## config.mk

```make
export PLATFORM = sky130hd
export DESIGN_NAME = sac_ctrl
export DESIGN_NICKNAME = d
export VERILOG_FILES = /design/src/sac_pkg.sv /design/src/sac_cal_if.sv /design/src/sac_cal_rom.sv /design/src/sac_ctrl.sv
export VERILOG_INCLUDE_DIRS = /design/src /design/src/src
export SDC_FILE = /design/constraint.sdc
export NUM_CORES = 1
export LEC_CHECK = 0
export BUFFER_PORTS_ARGS = -buffer_cell sky130_fd_sc_hd__buf_4
export CORE_MARGIN = 3
export CORE_UTILIZATION = 30
export CTS_BUF_LIST = sky130_fd_sc_hd__clkbuf_16
export DETAILED_ROUTE_END_ITERATION = 7
export GPL_TIMING_DRIVEN = 0
export PLACE_DENSITY = 0.5
export SLEW_MARGIN = 10
export SYNTH_ARGS = -nofsm -noshare
export SYNTH_HDL_FRONTEND = slang
export SYNTH_HIERARCHICAL = 1
export SYNTH_SLANG_ARGS = --single-unit
```

## constraint.sdc

```tcl
create_clock -name sys_clk -period 2.15 [get_ports sys_clk]
set_clock_uncertainty 0.1 [all_clocks]
set_input_delay 0.43 -clock sys_clk [delete_from_list [all_inputs] [get_ports sys_clk]]
set_output_delay 0.43 -clock sys_clk [all_outputs]
set_load 0.005 [all_outputs]
```

## src/sac_defs.svh

```systemverilog
// Register offsets, field positions, reset values and timing counts
`ifndef SAC_DEFS_SVH
`define SAC_DEFS_SVH
`define SAC_CON1_ADDR 8'hef
`define SAC_CON2_ADDR 8'hd8
`define SAC_CON3_ADDR 8'hf5
`define SAC_DATAL_ADDR 8'hd9
`define SAC_DATAH_ADDR 8'hda
`define SAC_DMAL_ADDR 8'hd2
`define SAC_DMAH_ADDR 8'hd3
`define SAC_DMAP_ADDR 8'hd4
`define SAC_OFSL_ADDR 8'hf1
`define SAC_OFSH_ADDR 8'hf2
`define SAC_GAINL_ADDR 8'hf3
`define SAC_GAINH_ADDR 8'hf4
`define SAC_CON1_RST 8'h40
`define SAC_CON2_RST 8'h00
`define SAC_BIT_PWR 7
`define SAC_BIT_EXTREF 6
`define SAC_BIT_CK_HI 5
`define SAC_BIT_CK_LO 4
`define SAC_BIT_AQ_HI 3
`define SAC_BIT_AQ_LO 2
`define SAC_BIT_T2C 1
`define SAC_BIT_EXC 0
`define SAC_BIT_DONE 7
`define SAC_BIT_DMA 6
`define SAC_BIT_CONT 5
`define SAC_BIT_SCONV 4
`define SAC_CONV_CLKS 5'h10
`define SAC_CAL_WORDS 2'h3
`define SAC_CAL_OFS_DEF 16'h0000
`define SAC_CAL_GAIN_DEF 16'h8000
`define SAC_CAL_RST 16'h0000
`define SAC_CON3_RST 8'h00
`define SAC_CAL_OFS_WORD 2'h0
`define SAC_CAL_GAIN_WORD 2'h1
`define SAC_CAL_OFS_LOAD 2'h1
`define SAC_CAL_GAIN_LOAD 2'h2
`define SAC_DIV_CODE0 6'h20
`define SAC_DIV_CODE1 6'h04
`define SAC_DIV_CODE2 6'h08
`define SAC_DIV_CODE3 6'h02
`define SAC_CHAN_HI 3
`define SAC_CHAN_LO 0
`endif

```

## src/sac_pkg.sv

```systemverilog
// Types shared by the converter control front end
package sac_pkg;
   typedef enum logic [2:0] {
      SAC_CAL = 3'b000,
      SAC_IDLE = 3'b001,
      SAC_ACQ = 3'b011,
      SAC_CONV = 3'b010,
      SAC_DONE = 3'b110,
      SAC_DMA1 = 3'b111,
      SAC_DMA2 = 3'b101
   } sac_state_t;
endpackage : sac_pkg

```

## src/sac_cal_if.sv

```systemverilog
// Calibration store access path between the control and the store
`timescale 1ns/10ps
`default_nettype none
interface sac_cal_if;
   logic [1:0] addr;
   logic [15:0] rdata;
   modport ctrl (output addr, input rdata);
   modport mem (input addr, output rdata);
endinterface : sac_cal_if
`default_nettype wire

```

## src/sac_cal_rom.sv

```systemverilog
// Factory calibration store with registered read data
`timescale 1ns/10ps
`default_nettype none
module sac_cal_rom
   import sac_pkg::*;
(
   input wire logic sys_clk,
   sac_cal_if.mem cal
);
`include "sac_defs.svh"
   // Word 0 offset, word 1 gain, rest unused
   always_ff @(posedge sys_clk) begin
      unique case (cal.addr)
         `SAC_CAL_OFS_WORD: cal.rdata <= `SAC_CAL_OFS_DEF;
         `SAC_CAL_GAIN_WORD: cal.rdata <= `SAC_CAL_GAIN_DEF;
         default: cal.rdata <= 16'h0000;
      endcase
   end
endmodule : sac_cal_rom
`default_nettype wire

```

## src/sac_ctrl.sv

```systemverilog
// Converter control: registers, triggers, sequencer, results and capture
`timescale 1ns/10ps
`default_nettype none
module sac_ctrl
   import sac_pkg::*;
(
   input wire logic sys_clk,
   input wire logic rst,
   input wire logic [7:0] sfrAddr,
   input wire logic sfrWr,
   input wire logic sfrRd,
   input wire logic [7:0] sfrWdata,
   output logic [7:0] sfrRdata,
   input wire logic timerOverflow,
   input wire logic convertStartPin_n,
   input wire logic calWr,
   input wire logic calSelGain,
   input wire logic [15:0] calWdata,
   output logic converterPowerOn,
   output logic outsideReferenceSelect,
   output logic [3:0] channelSel,
   output logic sampleHold,
   output logic convertStrobe,
   input wire logic [11:0] coreResult,
   output logic [15:0] offsetCal,
   output logic [15:0] gainCal,
   output logic convDone,
   output logic [23:0] dmaAddr,
   output logic [7:0] dmaData,
   output logic dmaWr
);
`include "sac_defs.svh"
   logic [7:0] adcControlOne_r;
   logic [7:0] adcControlTwo_r;
   logic [7:0] adcControlThree_r;
   logic [7:0] resultHigh_r;
   logic [7:0] resultLow_r;
   logic [23:0] dmaPtr_r;
   logic [15:0] offset_r;
   logic [15:0] gain_r;
   sac_state_t state_r;
   logic [5:0] divCnt_r;
   logic [4:0] bitCnt_r;
   logic [1:0] calIdx_r;
   logic pinPrev_r;
   logic tick;
   logic pinFall;
   logic hwTrig;
   logic swStart;
   logic [7:0] rdMux;
   sac_cal_if cal();

   sac_cal_rom u_rom (
      .sys_clk(sys_clk),
      .cal(cal)
   );

   // Divider ratio from the two clock-select bits
   function automatic logic [5:0] divRatio(input logic [1:0] sel);
      unique case (sel)
         2'b00: divRatio = `SAC_DIV_CODE0;
         2'b01: divRatio = `SAC_DIV_CODE1;
         2'b10: divRatio = `SAC_DIV_CODE2;
         2'b11: divRatio = `SAC_DIV_CODE3;
      endcase
   endfunction : divRatio

   assign converterPowerOn = adcControlOne_r[`SAC_BIT_PWR];
   assign outsideReferenceSelect = adcControlOne_r[`SAC_BIT_EXTREF];
   assign channelSel = adcControlTwo_r[`SAC_CHAN_HI:`SAC_CHAN_LO];
   assign offsetCal = offset_r;
   assign gainCal = gain_r;
   assign dmaAddr = dmaPtr_r;
   assign sampleHold = (state_r == SAC_CONV);
   assign cal.addr = calIdx_r;
   assign pinFall = pinPrev_r & ~convertStartPin_n;
   assign swStart = sfrWr && sfrAddr == `SAC_CON2_ADDR && sfrWdata[`SAC_BIT_SCONV];
   // Hardware triggers only while powered
   assign hwTrig = converterPowerOn &&
      ((adcControlOne_r[`SAC_BIT_T2C] && timerOverflow) ||
       (adcControlOne_r[`SAC_BIT_EXC] && pinFall));

   // Converter clock tick; software owns the 8.38 MHz ceiling
   always_ff @(posedge sys_clk) begin
      if (rst || state_r == SAC_IDLE || tick)
         divCnt_r <= 6'h01;
      else
         divCnt_r <= divCnt_r + 6'h01;
   end
   assign tick = divCnt_r >= divRatio(adcControlOne_r[`SAC_BIT_CK_HI:`SAC_BIT_CK_LO]);

   // Pin history for falling-edge detect
   always_ff @(posedge sys_clk) begin
      if (rst)
         pinPrev_r <= 1'b1;
      else
         pinPrev_r <= convertStartPin_n;
   end

   // Control one: byte writes only, no bit access path
   always_ff @(posedge sys_clk) begin
      if (rst)
         adcControlOne_r <= `SAC_CON1_RST;
      else if (sfrWr && sfrAddr == `SAC_CON1_ADDR)
         adcControlOne_r <= sfrWdata;
   end

   // Control two: done flag set wins over a clear
   always_ff @(posedge sys_clk) begin
      if (rst) begin
         adcControlTwo_r <= `SAC_CON2_RST;
      end else begin
         // Start acts on the write itself, so the bit reads back as zero
         if (sfrWr && sfrAddr == `SAC_CON2_ADDR)
            adcControlTwo_r <= {sfrWdata[`SAC_BIT_DONE:`SAC_BIT_CONT], 1'b0,
               sfrWdata[`SAC_CHAN_HI:`SAC_CHAN_LO]};
         if (state_r == SAC_DONE)
            adcControlTwo_r[`SAC_BIT_DONE] <= 1'b1;
      end
   end

   // Control three is plain read/write storage; the capture pointer page is DMAP
   always_ff @(posedge sys_clk) begin
      if (rst)
         adcControlThree_r <= `SAC_CON3_RST;
      else if (sfrWr && sfrAddr == `SAC_CON3_ADDR)
         adcControlThree_r <= sfrWdata;
   end

   // Calibration: factory load, then software or hardware may overwrite
   always_ff @(posedge sys_clk) begin
      if (rst) begin
         offset_r <= `SAC_CAL_RST;
         gain_r <= `SAC_CAL_RST;
      end else if (state_r == SAC_CAL) begin
         // Store data lags the word index by one cycle
         if (calIdx_r == `SAC_CAL_GAIN_LOAD)
            gain_r <= cal.rdata;
         else if (calIdx_r == `SAC_CAL_OFS_LOAD)
            offset_r <= cal.rdata;
      end else if (calWr) begin
         if (calSelGain)
            gain_r <= calWdata;
         else
            offset_r <= calWdata;
      end else if (sfrWr) begin
         unique case (sfrAddr)
            `SAC_OFSL_ADDR: offset_r[7:0] <= sfrWdata;
            `SAC_OFSH_ADDR: offset_r[15:8] <= sfrWdata;
            `SAC_GAINL_ADDR: gain_r[7:0] <= sfrWdata;
            `SAC_GAINH_ADDR: gain_r[15:8] <= sfrWdata;
            default: ;
         endcase
      end
   end

   // Calibration word counter
   always_ff @(posedge sys_clk) begin
      if (rst)
         calIdx_r <= 2'h0;
      else if (state_r == SAC_CAL)
         calIdx_r <= calIdx_r + 2'h1;
   end

   // Sequencer: acquire, convert 16 clocks, latch result
   always_ff @(posedge sys_clk) begin
      if (rst) begin
         state_r <= SAC_CAL;
         bitCnt_r <= 5'h00;
      end else begin
         unique case (state_r)
            SAC_CAL: if (calIdx_r == `SAC_CAL_WORDS) state_r <= SAC_IDLE;
            SAC_IDLE: begin
               bitCnt_r <= 5'h00;
               if (converterPowerOn && (swStart || hwTrig ||
                   adcControlTwo_r[`SAC_BIT_CONT] || adcControlTwo_r[`SAC_BIT_DMA]))
                  state_r <= SAC_ACQ;
            end
            SAC_ACQ: if (tick) begin
               if (bitCnt_r[1:0] == adcControlOne_r[`SAC_BIT_AQ_HI:`SAC_BIT_AQ_LO]) begin
                  bitCnt_r <= 5'h00;
                  state_r <= SAC_CONV;
               end else
                  bitCnt_r <= bitCnt_r + 5'h01;
            end
            SAC_CONV: if (tick) begin
               if (bitCnt_r == `SAC_CONV_CLKS - 5'h01)
                  state_r <= SAC_DONE;
               else
                  bitCnt_r <= bitCnt_r + 5'h01;
            end
            SAC_DONE: state_r <= adcControlTwo_r[`SAC_BIT_DMA] ? SAC_DMA1 : SAC_IDLE;
            SAC_DMA1: state_r <= SAC_DMA2;
            SAC_DMA2: state_r <= SAC_IDLE;
            default: state_r <= SAC_IDLE;
         endcase
      end
   end
   assign convertStrobe = (state_r == SAC_ACQ) && tick &&
      bitCnt_r[1:0] == adcControlOne_r[`SAC_BIT_AQ_HI:`SAC_BIT_AQ_LO];
   assign convDone = (state_r == SAC_DONE);

   // Result pair written together; straight binary passes untouched
   always_ff @(posedge sys_clk) begin
      if (rst) begin
         resultHigh_r <= 8'h00;
         resultLow_r <= 8'h00;
      end else if (state_r == SAC_CONV && tick && bitCnt_r == `SAC_CONV_CLKS - 5'h01) begin
         resultHigh_r <= {channelSel, coreResult[11:8]};
         resultLow_r <= coreResult[7:0];
      end
   end

   // Capture writes high then low byte and advances the pointer
   always_ff @(posedge sys_clk) begin
      if (rst) begin
         dmaPtr_r <= 24'h000000;
         dmaData <= 8'h00;
         dmaWr <= 1'b0;
      end else begin
         dmaWr <= 1'b0;
         if (state_r == SAC_DMA1 || state_r == SAC_DMA2) begin
            dmaData <= (state_r == SAC_DMA1) ? resultHigh_r : resultLow_r;
            dmaWr <= 1'b1;
         end
         if (dmaWr)
            dmaPtr_r <= dmaPtr_r + 24'h000001;
         else if (sfrWr) begin
            unique case (sfrAddr)
               `SAC_DMAL_ADDR: dmaPtr_r[7:0] <= sfrWdata;
               `SAC_DMAH_ADDR: dmaPtr_r[15:8] <= sfrWdata;
               `SAC_DMAP_ADDR: dmaPtr_r[23:16] <= sfrWdata;
               default: ;
            endcase
         end
      end
   end

   // Read mux; unmapped reads return zero
   always_comb begin
      unique case (sfrAddr)
         `SAC_CON1_ADDR: rdMux = adcControlOne_r;
         `SAC_CON2_ADDR: rdMux = adcControlTwo_r;
         `SAC_CON3_ADDR: rdMux = adcControlThree_r;
         `SAC_DATAH_ADDR: rdMux = resultHigh_r;
         `SAC_DATAL_ADDR: rdMux = resultLow_r;
         `SAC_DMAL_ADDR: rdMux = dmaPtr_r[7:0];
         `SAC_DMAH_ADDR: rdMux = dmaPtr_r[15:8];
         `SAC_DMAP_ADDR: rdMux = dmaPtr_r[23:16];
         `SAC_OFSL_ADDR: rdMux = offset_r[7:0];
         `SAC_OFSH_ADDR: rdMux = offset_r[15:8];
         `SAC_GAINL_ADDR: rdMux = gain_r[7:0];
         `SAC_GAINH_ADDR: rdMux = gain_r[15:8];
         default: rdMux = 8'h00;
      endcase
   end

   // Registered read data
   always_ff @(posedge sys_clk) begin
      if (rst)
         sfrRdata <= 8'h00;
      else if (sfrRd)
         sfrRdata <= rdMux;
   end
endmodule : sac_ctrl
`default_nettype wire

```

* Word level (Yosys, flattened, before mapping)
Index checks and enable logic that the tools add are counted.
** Cells by class
- Equality and inequality tests :: 38
- $lt $le $gt $ge :: 1
- Div/mod/pow operators :: 0
- Add/sub/neg operators :: 4
- Bitwise gates (word level) :: 2
- Multiply operators :: 0
- Multiplexer cells :: 40
- Shift-type cells :: 0
- Reductions and logical operators :: 41
** Operators by type and width (count)
- 16-bit two-way mux :: 12
- 8-bit equality test, second input constant :: 12
- 8-bit case mux with 12 select lines :: 1
- 8-bit two-way mux :: 9
- 24-bit two-way mux :: 2
- 24-bit by 1-bit adder with 24-bit output, second input constant :: 1
- 6-bit case mux with 4 select lines :: 1
- 3-bit two-way mux :: 7
- 5-bit two-way mux :: 4
- 3-bit case mux with 6 select lines :: 1
- 3-bit nonzero test :: 6
- 5-bit case mux with 3 select lines :: 1
- 1-bit logical AND :: 12
- 2-bit by 1-bit inequality test with 1-bit output, second input constant :: 6
- 4-bit AND reduction :: 3
- 5-bit AND reduction :: 2
- 2-bit nonzero test :: 5
- 3-bit equality test, second input constant :: 3
- 2-bit equality test, second input constant :: 4
- 2-bit inequality test, second input constant :: 4
- 1-bit logical OR :: 7
- 6-bit by 1-bit adder with 6-bit output, second input constant :: 1
- 3-bit by 2-bit equality test with 1-bit output, second input constant :: 2
- 6-bit >= comparator :: 1
- 15 further kinds :: 19
** Word-level totals
- Memory bits (writable) :: 0
- Bits in read-only memories :: 0
- Latch bits :: 0
- Bits in registers :: 145
- Bits of input ports :: 52
- Memories :: 0
- Logic and storage cells :: 148

* Depth between registers and ports, before layout
- Depth in word-level cells :: 11
- Gate-level depth with buffers :: 8
- Mapped depth without buffers :: 8

* Modules after synthesis
The synthesis kept the hierarchy.
** By module, submodules not included
- sac_ctrl :: cells an instance 840, times used 1, area an instance 7141.8 sq um
- sac_cal_rom :: cells an instance 18, times used 1, area an instance 150.1 sq um

* Least setup slack after synthesis
Ideal clock, no wire load.
- Path kind :: reg-to-reg
- Start :: reg adcControlOne_r[5]
- End :: reg resultHigh_r[0]
- Setup slack :: -0.127 ns
- Library setup time :: 0.128 ns
- Path buffers :: 1
- Arrival time :: 2.050 ns
- Required time :: 1.922 ns
- Clock period less this slack :: 2.277 ns
- Cell stages (with the launch flop) :: 9
- Cells stage by stage :: dfxtp_1 and2_1 ha_1 nor2b_1 o221ai_1 a211oi_2 buf_6 mux2i_1 nor2_1
** On the way
- Cells in the longest elaborated chain, start to end :: 5
** RTL lines
- start: declaration :: RTL line sac_ctrl.sv:33 : logic [7:0] adcControlOne_r;
- start signal: assignment :: RTL line sac_ctrl.sv:103 : adcControlOne_r <= `SAC_CON1_RST;
- start signal: assignment :: RTL line sac_ctrl.sv:105 : adcControlOne_r <= sfrWdata;
- 2-bit equality test, or another cell as far along :: RTL line sac_ctrl.sv:60 : unique case (sel)
- 6-bit case mux with 4 select lines * :: RTL line sac_ctrl.sv:60
- 6-bit >= comparator * :: RTL line sac_ctrl.sv:90 : assign tick = divCnt_r >= divRatio(adcControlOne_r[`SAC_BIT_CK_HI:`SAC_BIT_CK_LO]);
- 1-bit logical AND * (2 in series) :: RTL line sac_ctrl.sv:208 : end else if (state_r == SAC_CONV && tick && bitCnt_r == `SAC_CONV_CLKS - 5'h01) begin
- end signal: assignment :: RTL line sac_ctrl.sv:209 : resultHigh_r <= {channelSel, coreResult[11:8]};
- end: declaration :: RTL line sac_ctrl.sv:36 : logic [7:0] resultHigh_r;
Every way passes the cells marked *; elsewhere a longest branch is shown, timed or not. The select of a mux whose other input is x is not followed.
A chain may end at the register's enable or synchronous reset.

* Final worst setup path
- Start :: reg adcControlOne_r[4]
- End :: out convertStrobe
** On the way
- Cells in the longest elaborated chain, start to end :: 5
** RTL lines
- 2-bit equality test, or another cell as far along :: RTL line sac_ctrl.sv:60
- 6-bit case mux with 4 select lines * :: RTL line sac_ctrl.sv:60
- 6-bit >= comparator * :: RTL line sac_ctrl.sv:90
- 1-bit logical AND * (2 in series) :: RTL line sac_ctrl.sv:199 : assign convertStrobe = (state_r == SAC_ACQ) && tick &&
- end: declaration :: RTL line sac_ctrl.sv:23 : output logic convertStrobe,
Marks and branches as above.

==> metrics.cfg <==
[critical_path]
ff2ff_setup_slack_ns = -0.26
r2r_start = adcControlOne_r[5]
cp-startpoint = adcControlOne_r[4]
cp_max_fo = 5
required_ns = 1.62
startpoint_type = register
cp_data_arrival_time_ns = 2.03
path_cells = or2_2, ha_2, nor2_4, a21oi_2, nand3_1, nor2_1, buf_4
r2r-end = resultLow_r[0]
max_stage_delay_ns = 0.36
slowest_stage = dfxtp_4
cpLargestDelayFamily = simple AND/OR/NAND/NOR gates
worst-setup-path-type = register to output pin
critical_path_buf_inv_count = 1
reg2regPathDepth = 12
cp.depth = 7
cp-endpoint = convertStrobe
cp-end-kind = output pin

[placement]
gp_congestion = 0.9201
dp_slack_ns = -0.3422
port_buffers = 130
hpwl_mm = 21.70

[floorplanning]
coreArea_um2 = 23680
die_area_um2 = 26210
ios = 134
num_rows = 56
fp.dieH_um = 161.9
die_w_um = 161.9
start_util_pct = 30.79

[global_route]
grt_max_degree = 17
grt_pass1_vias = 6829
antenna_found_initial = 0
overflow = 0
grt_first_pass_wirelength_mm = 43.39
grtUsageTotal_pct = 21.95

[clocking]
cts_tree = done
clk_pin_slew_ns = 0.06
cts_buffers = 17
h-tree-depth = 4
root_buffer = clkbuf_16
clock_latency_ns = 0.44
hold_buffers = 0
cts_sinks = 130
cts.path.max_buffers = 2

[route]
ant_nets = 0
vias = 7172
drc = 0
vias_per_cell = 5.254
met3_length_mm = 1.875
route.met2.wl_mm = 13.16
top_layer_used = met4
drt_iter0_markers = 622
routed_wl_mm = 29.23
drt-met1-wl_mm = 13.68
dr.pass1.iters = 7
routedWlPerCell_um = 21.41

[logic_synthesis]
netlist_area_um2 = 7292
yosysTopAreaCell = dfxtp_1
synthTopCellsByArea = dfxtp_1 36%, mux2i_1 12%, nor2_1 6.3%
synth_edf_count = 0
synthDistinctLibCells = 76
syn_avg_cell_area_um2 = 8.499
synth-seq-area-share_pct = 35.69
synth_top_area_share_pct = 35.69
synthFlopType = dfxtp_1
yosysWarnings = 6
syn_inst = 858
ys_seq_elements = 130
synth_async_sr_flop_share_pct = 0

[min_path]
holdPathStages = 2
min_path_type = primary input to register

[sta]
hold_violations = 0
setup_viol = 18
clock.fmax_ghz = 0.3912
tns_ns = -4.220
period_minus_slack_ns = 2.556
drv_slew = 0
fin_ws_ns = -0.4061
worst_pin_slew_ns = 0.9644
period_share_pct = 118.9
grt_setup_unrepaired = true
slew_headroom_pct = 35.71

[final_layout]
area_delta_synth_final_pct = 31.16
layout-drive-gt1-share_pct = 25.81
final_common_cell = buf_4
mostFrequentLayoutCells = 163 x buf_4, 125 x dfxtp_1, 117 x nor2_1
final_nets = 1096
diodes = 0

[power_and_ir_drop]
p_total_w = 0.007011
ir_worst_vdd_uv = 311.3
powerDensity_nw_per_um2 = 733.1
leakagePower_nw = 3.975

[outcome]
status = finished with violations
violations = setup timing

[flow_run]
cap_violations = 0

[worst min-delay path by stage]
stage                                 start     endpoint  slack, ns
final                     convertStartPin_n    pinPrev_r       0.11
after global routing      convertStartPin_n    pinPrev_r       0.11
after CTS                 convertStartPin_n    pinPrev_r        0.1
after detailed placement        divCnt_r[0]  divCnt_r[0]       0.33
after global placement          divCnt_r[0]  divCnt_r[0]       0.33
after floorplan                 divCnt_r[0]  divCnt_r[0]       0.28
[kinds of logic (layout without fill, tap and decap cells)]
group / count (synthesis) / count (layout) / synth area share, %
XOR/XNOR: 8 / 8 / 0.9609
flip-flops: 130 / 130 / 35.69
AND/OR/NAND/NOR: 327 / 327 / 23.51
other: 1 / 15 / 0.05143
multiplexers: 97 / 97 / 13.50
adder cells (fa/ha/maj): 11 / 11 / 1.887
AO/OA/AOI/OAI: 194 / 194 / 17.86
buffers and inverters: 90 / 264 / 6.537
[state kept, by name, indices dropped and copies added, names as in the netlist]
| name | count |
|---|---|
| offsetCal | 16 |
| dmaWr | 1 |
| resultLow_r | 8 |
| dmaAddr | 24 |
| adcControlOne_r | 8 |
| bitCnt_r | 5 |
| u_rom/cal.rdata | 1 |
| gainCal | 16 |
| adcControlTwo_r | 7 |
| divCnt_r | 6 |
| resultHigh_r | 8 |
| dmaData | 8 |
| adcControlThree_r | 8 |
| pinPrev_r | 1 |
| cal.addr | 2 |
| state_r | 3 |
| sfrRdata | 8 |
[synthesized netlist by cell type (14+ instances only)]
library cell,count
a211oi_1,16
a22oi_1,17
inv_1,17
buf_4,28
nand3_1,37
nand2b_1,17
nor2_1,122
nand2_1,45
o21ai_0,36
clkbuf_1,26
buf_2,14
dfxtp_1,130
a21oi_1,50
mux2i_1,86
[what timing repair did]
| item | 4_1_cts | 5_1_grt |
|---|---|---|
| resized for setup | 20 | 20 |
| setup buffers | 8 | 3 |
| cloned | 1 | 0 |
| hold endpoints to repair | 0 | 0 |
| pin swaps | 5 | 7 |
| endpoints found under the setup margin | 48 | 64 |
[power by group]
part | switching, W | internal [W] | total [W]
clock network | 0.00124 | 0.00172 | 0.00295
registers | 0.000176 | 0.00256 | 0.00273
logic | 0.000691 | 0.000637 | 0.00133
[worst reg2reg max path: stages (launching register included)]
cell	delay [ns]
dfxtp_4	0.36
and2_4	0.17
ha_4	0.25
nor2b_4	0.14
o221ai_4	0.11
buf_4	0.15
buf_6	0.10
buf_6	0.12
a211oi_4	0.23
buf_6	0.16
buf_6	0.13
mux2i_1	0.20
nor2_1	0.06
[final cells by class]
type                    count  area, µm²
repair buffers            142       1101
flip-flops and latches    130       2614
clock inverters            15      160.2
clock buffers              17      425.4
well taps                 319      399.1
fillers                  2500      14120
multi-input cells         652       4383
inverters                  18      67.56
plain buffers              72      414.1
[routing by layer]
| layer | up-vias | global-route usage, % |
|---|---|---|
| met3 | 38 | 4.667 |
| met2 | 259 | 34.07 |
| met4 | 0 | 5.390 |
| li1 | 3459 | - |
| met5 | - | 0 |
| met1 | 3416 | 31.17 |
[per-stage QoR]
step                      std cells  instance area (µm²)  hold WS (ns)  util, %
after floorplan                 872                 7358        0.2845        -
after global placement         1321                 8733        0.3305    36.88
after detailed placement       1321                 8733        0.3306    36.88
after CTS                      1362                 9472       0.09668    39.99
after global routing           1365                 9564        0.1067    40.38
final                          1365                 9564        0.1051    40.38
(Power assumes the default switching activity.)
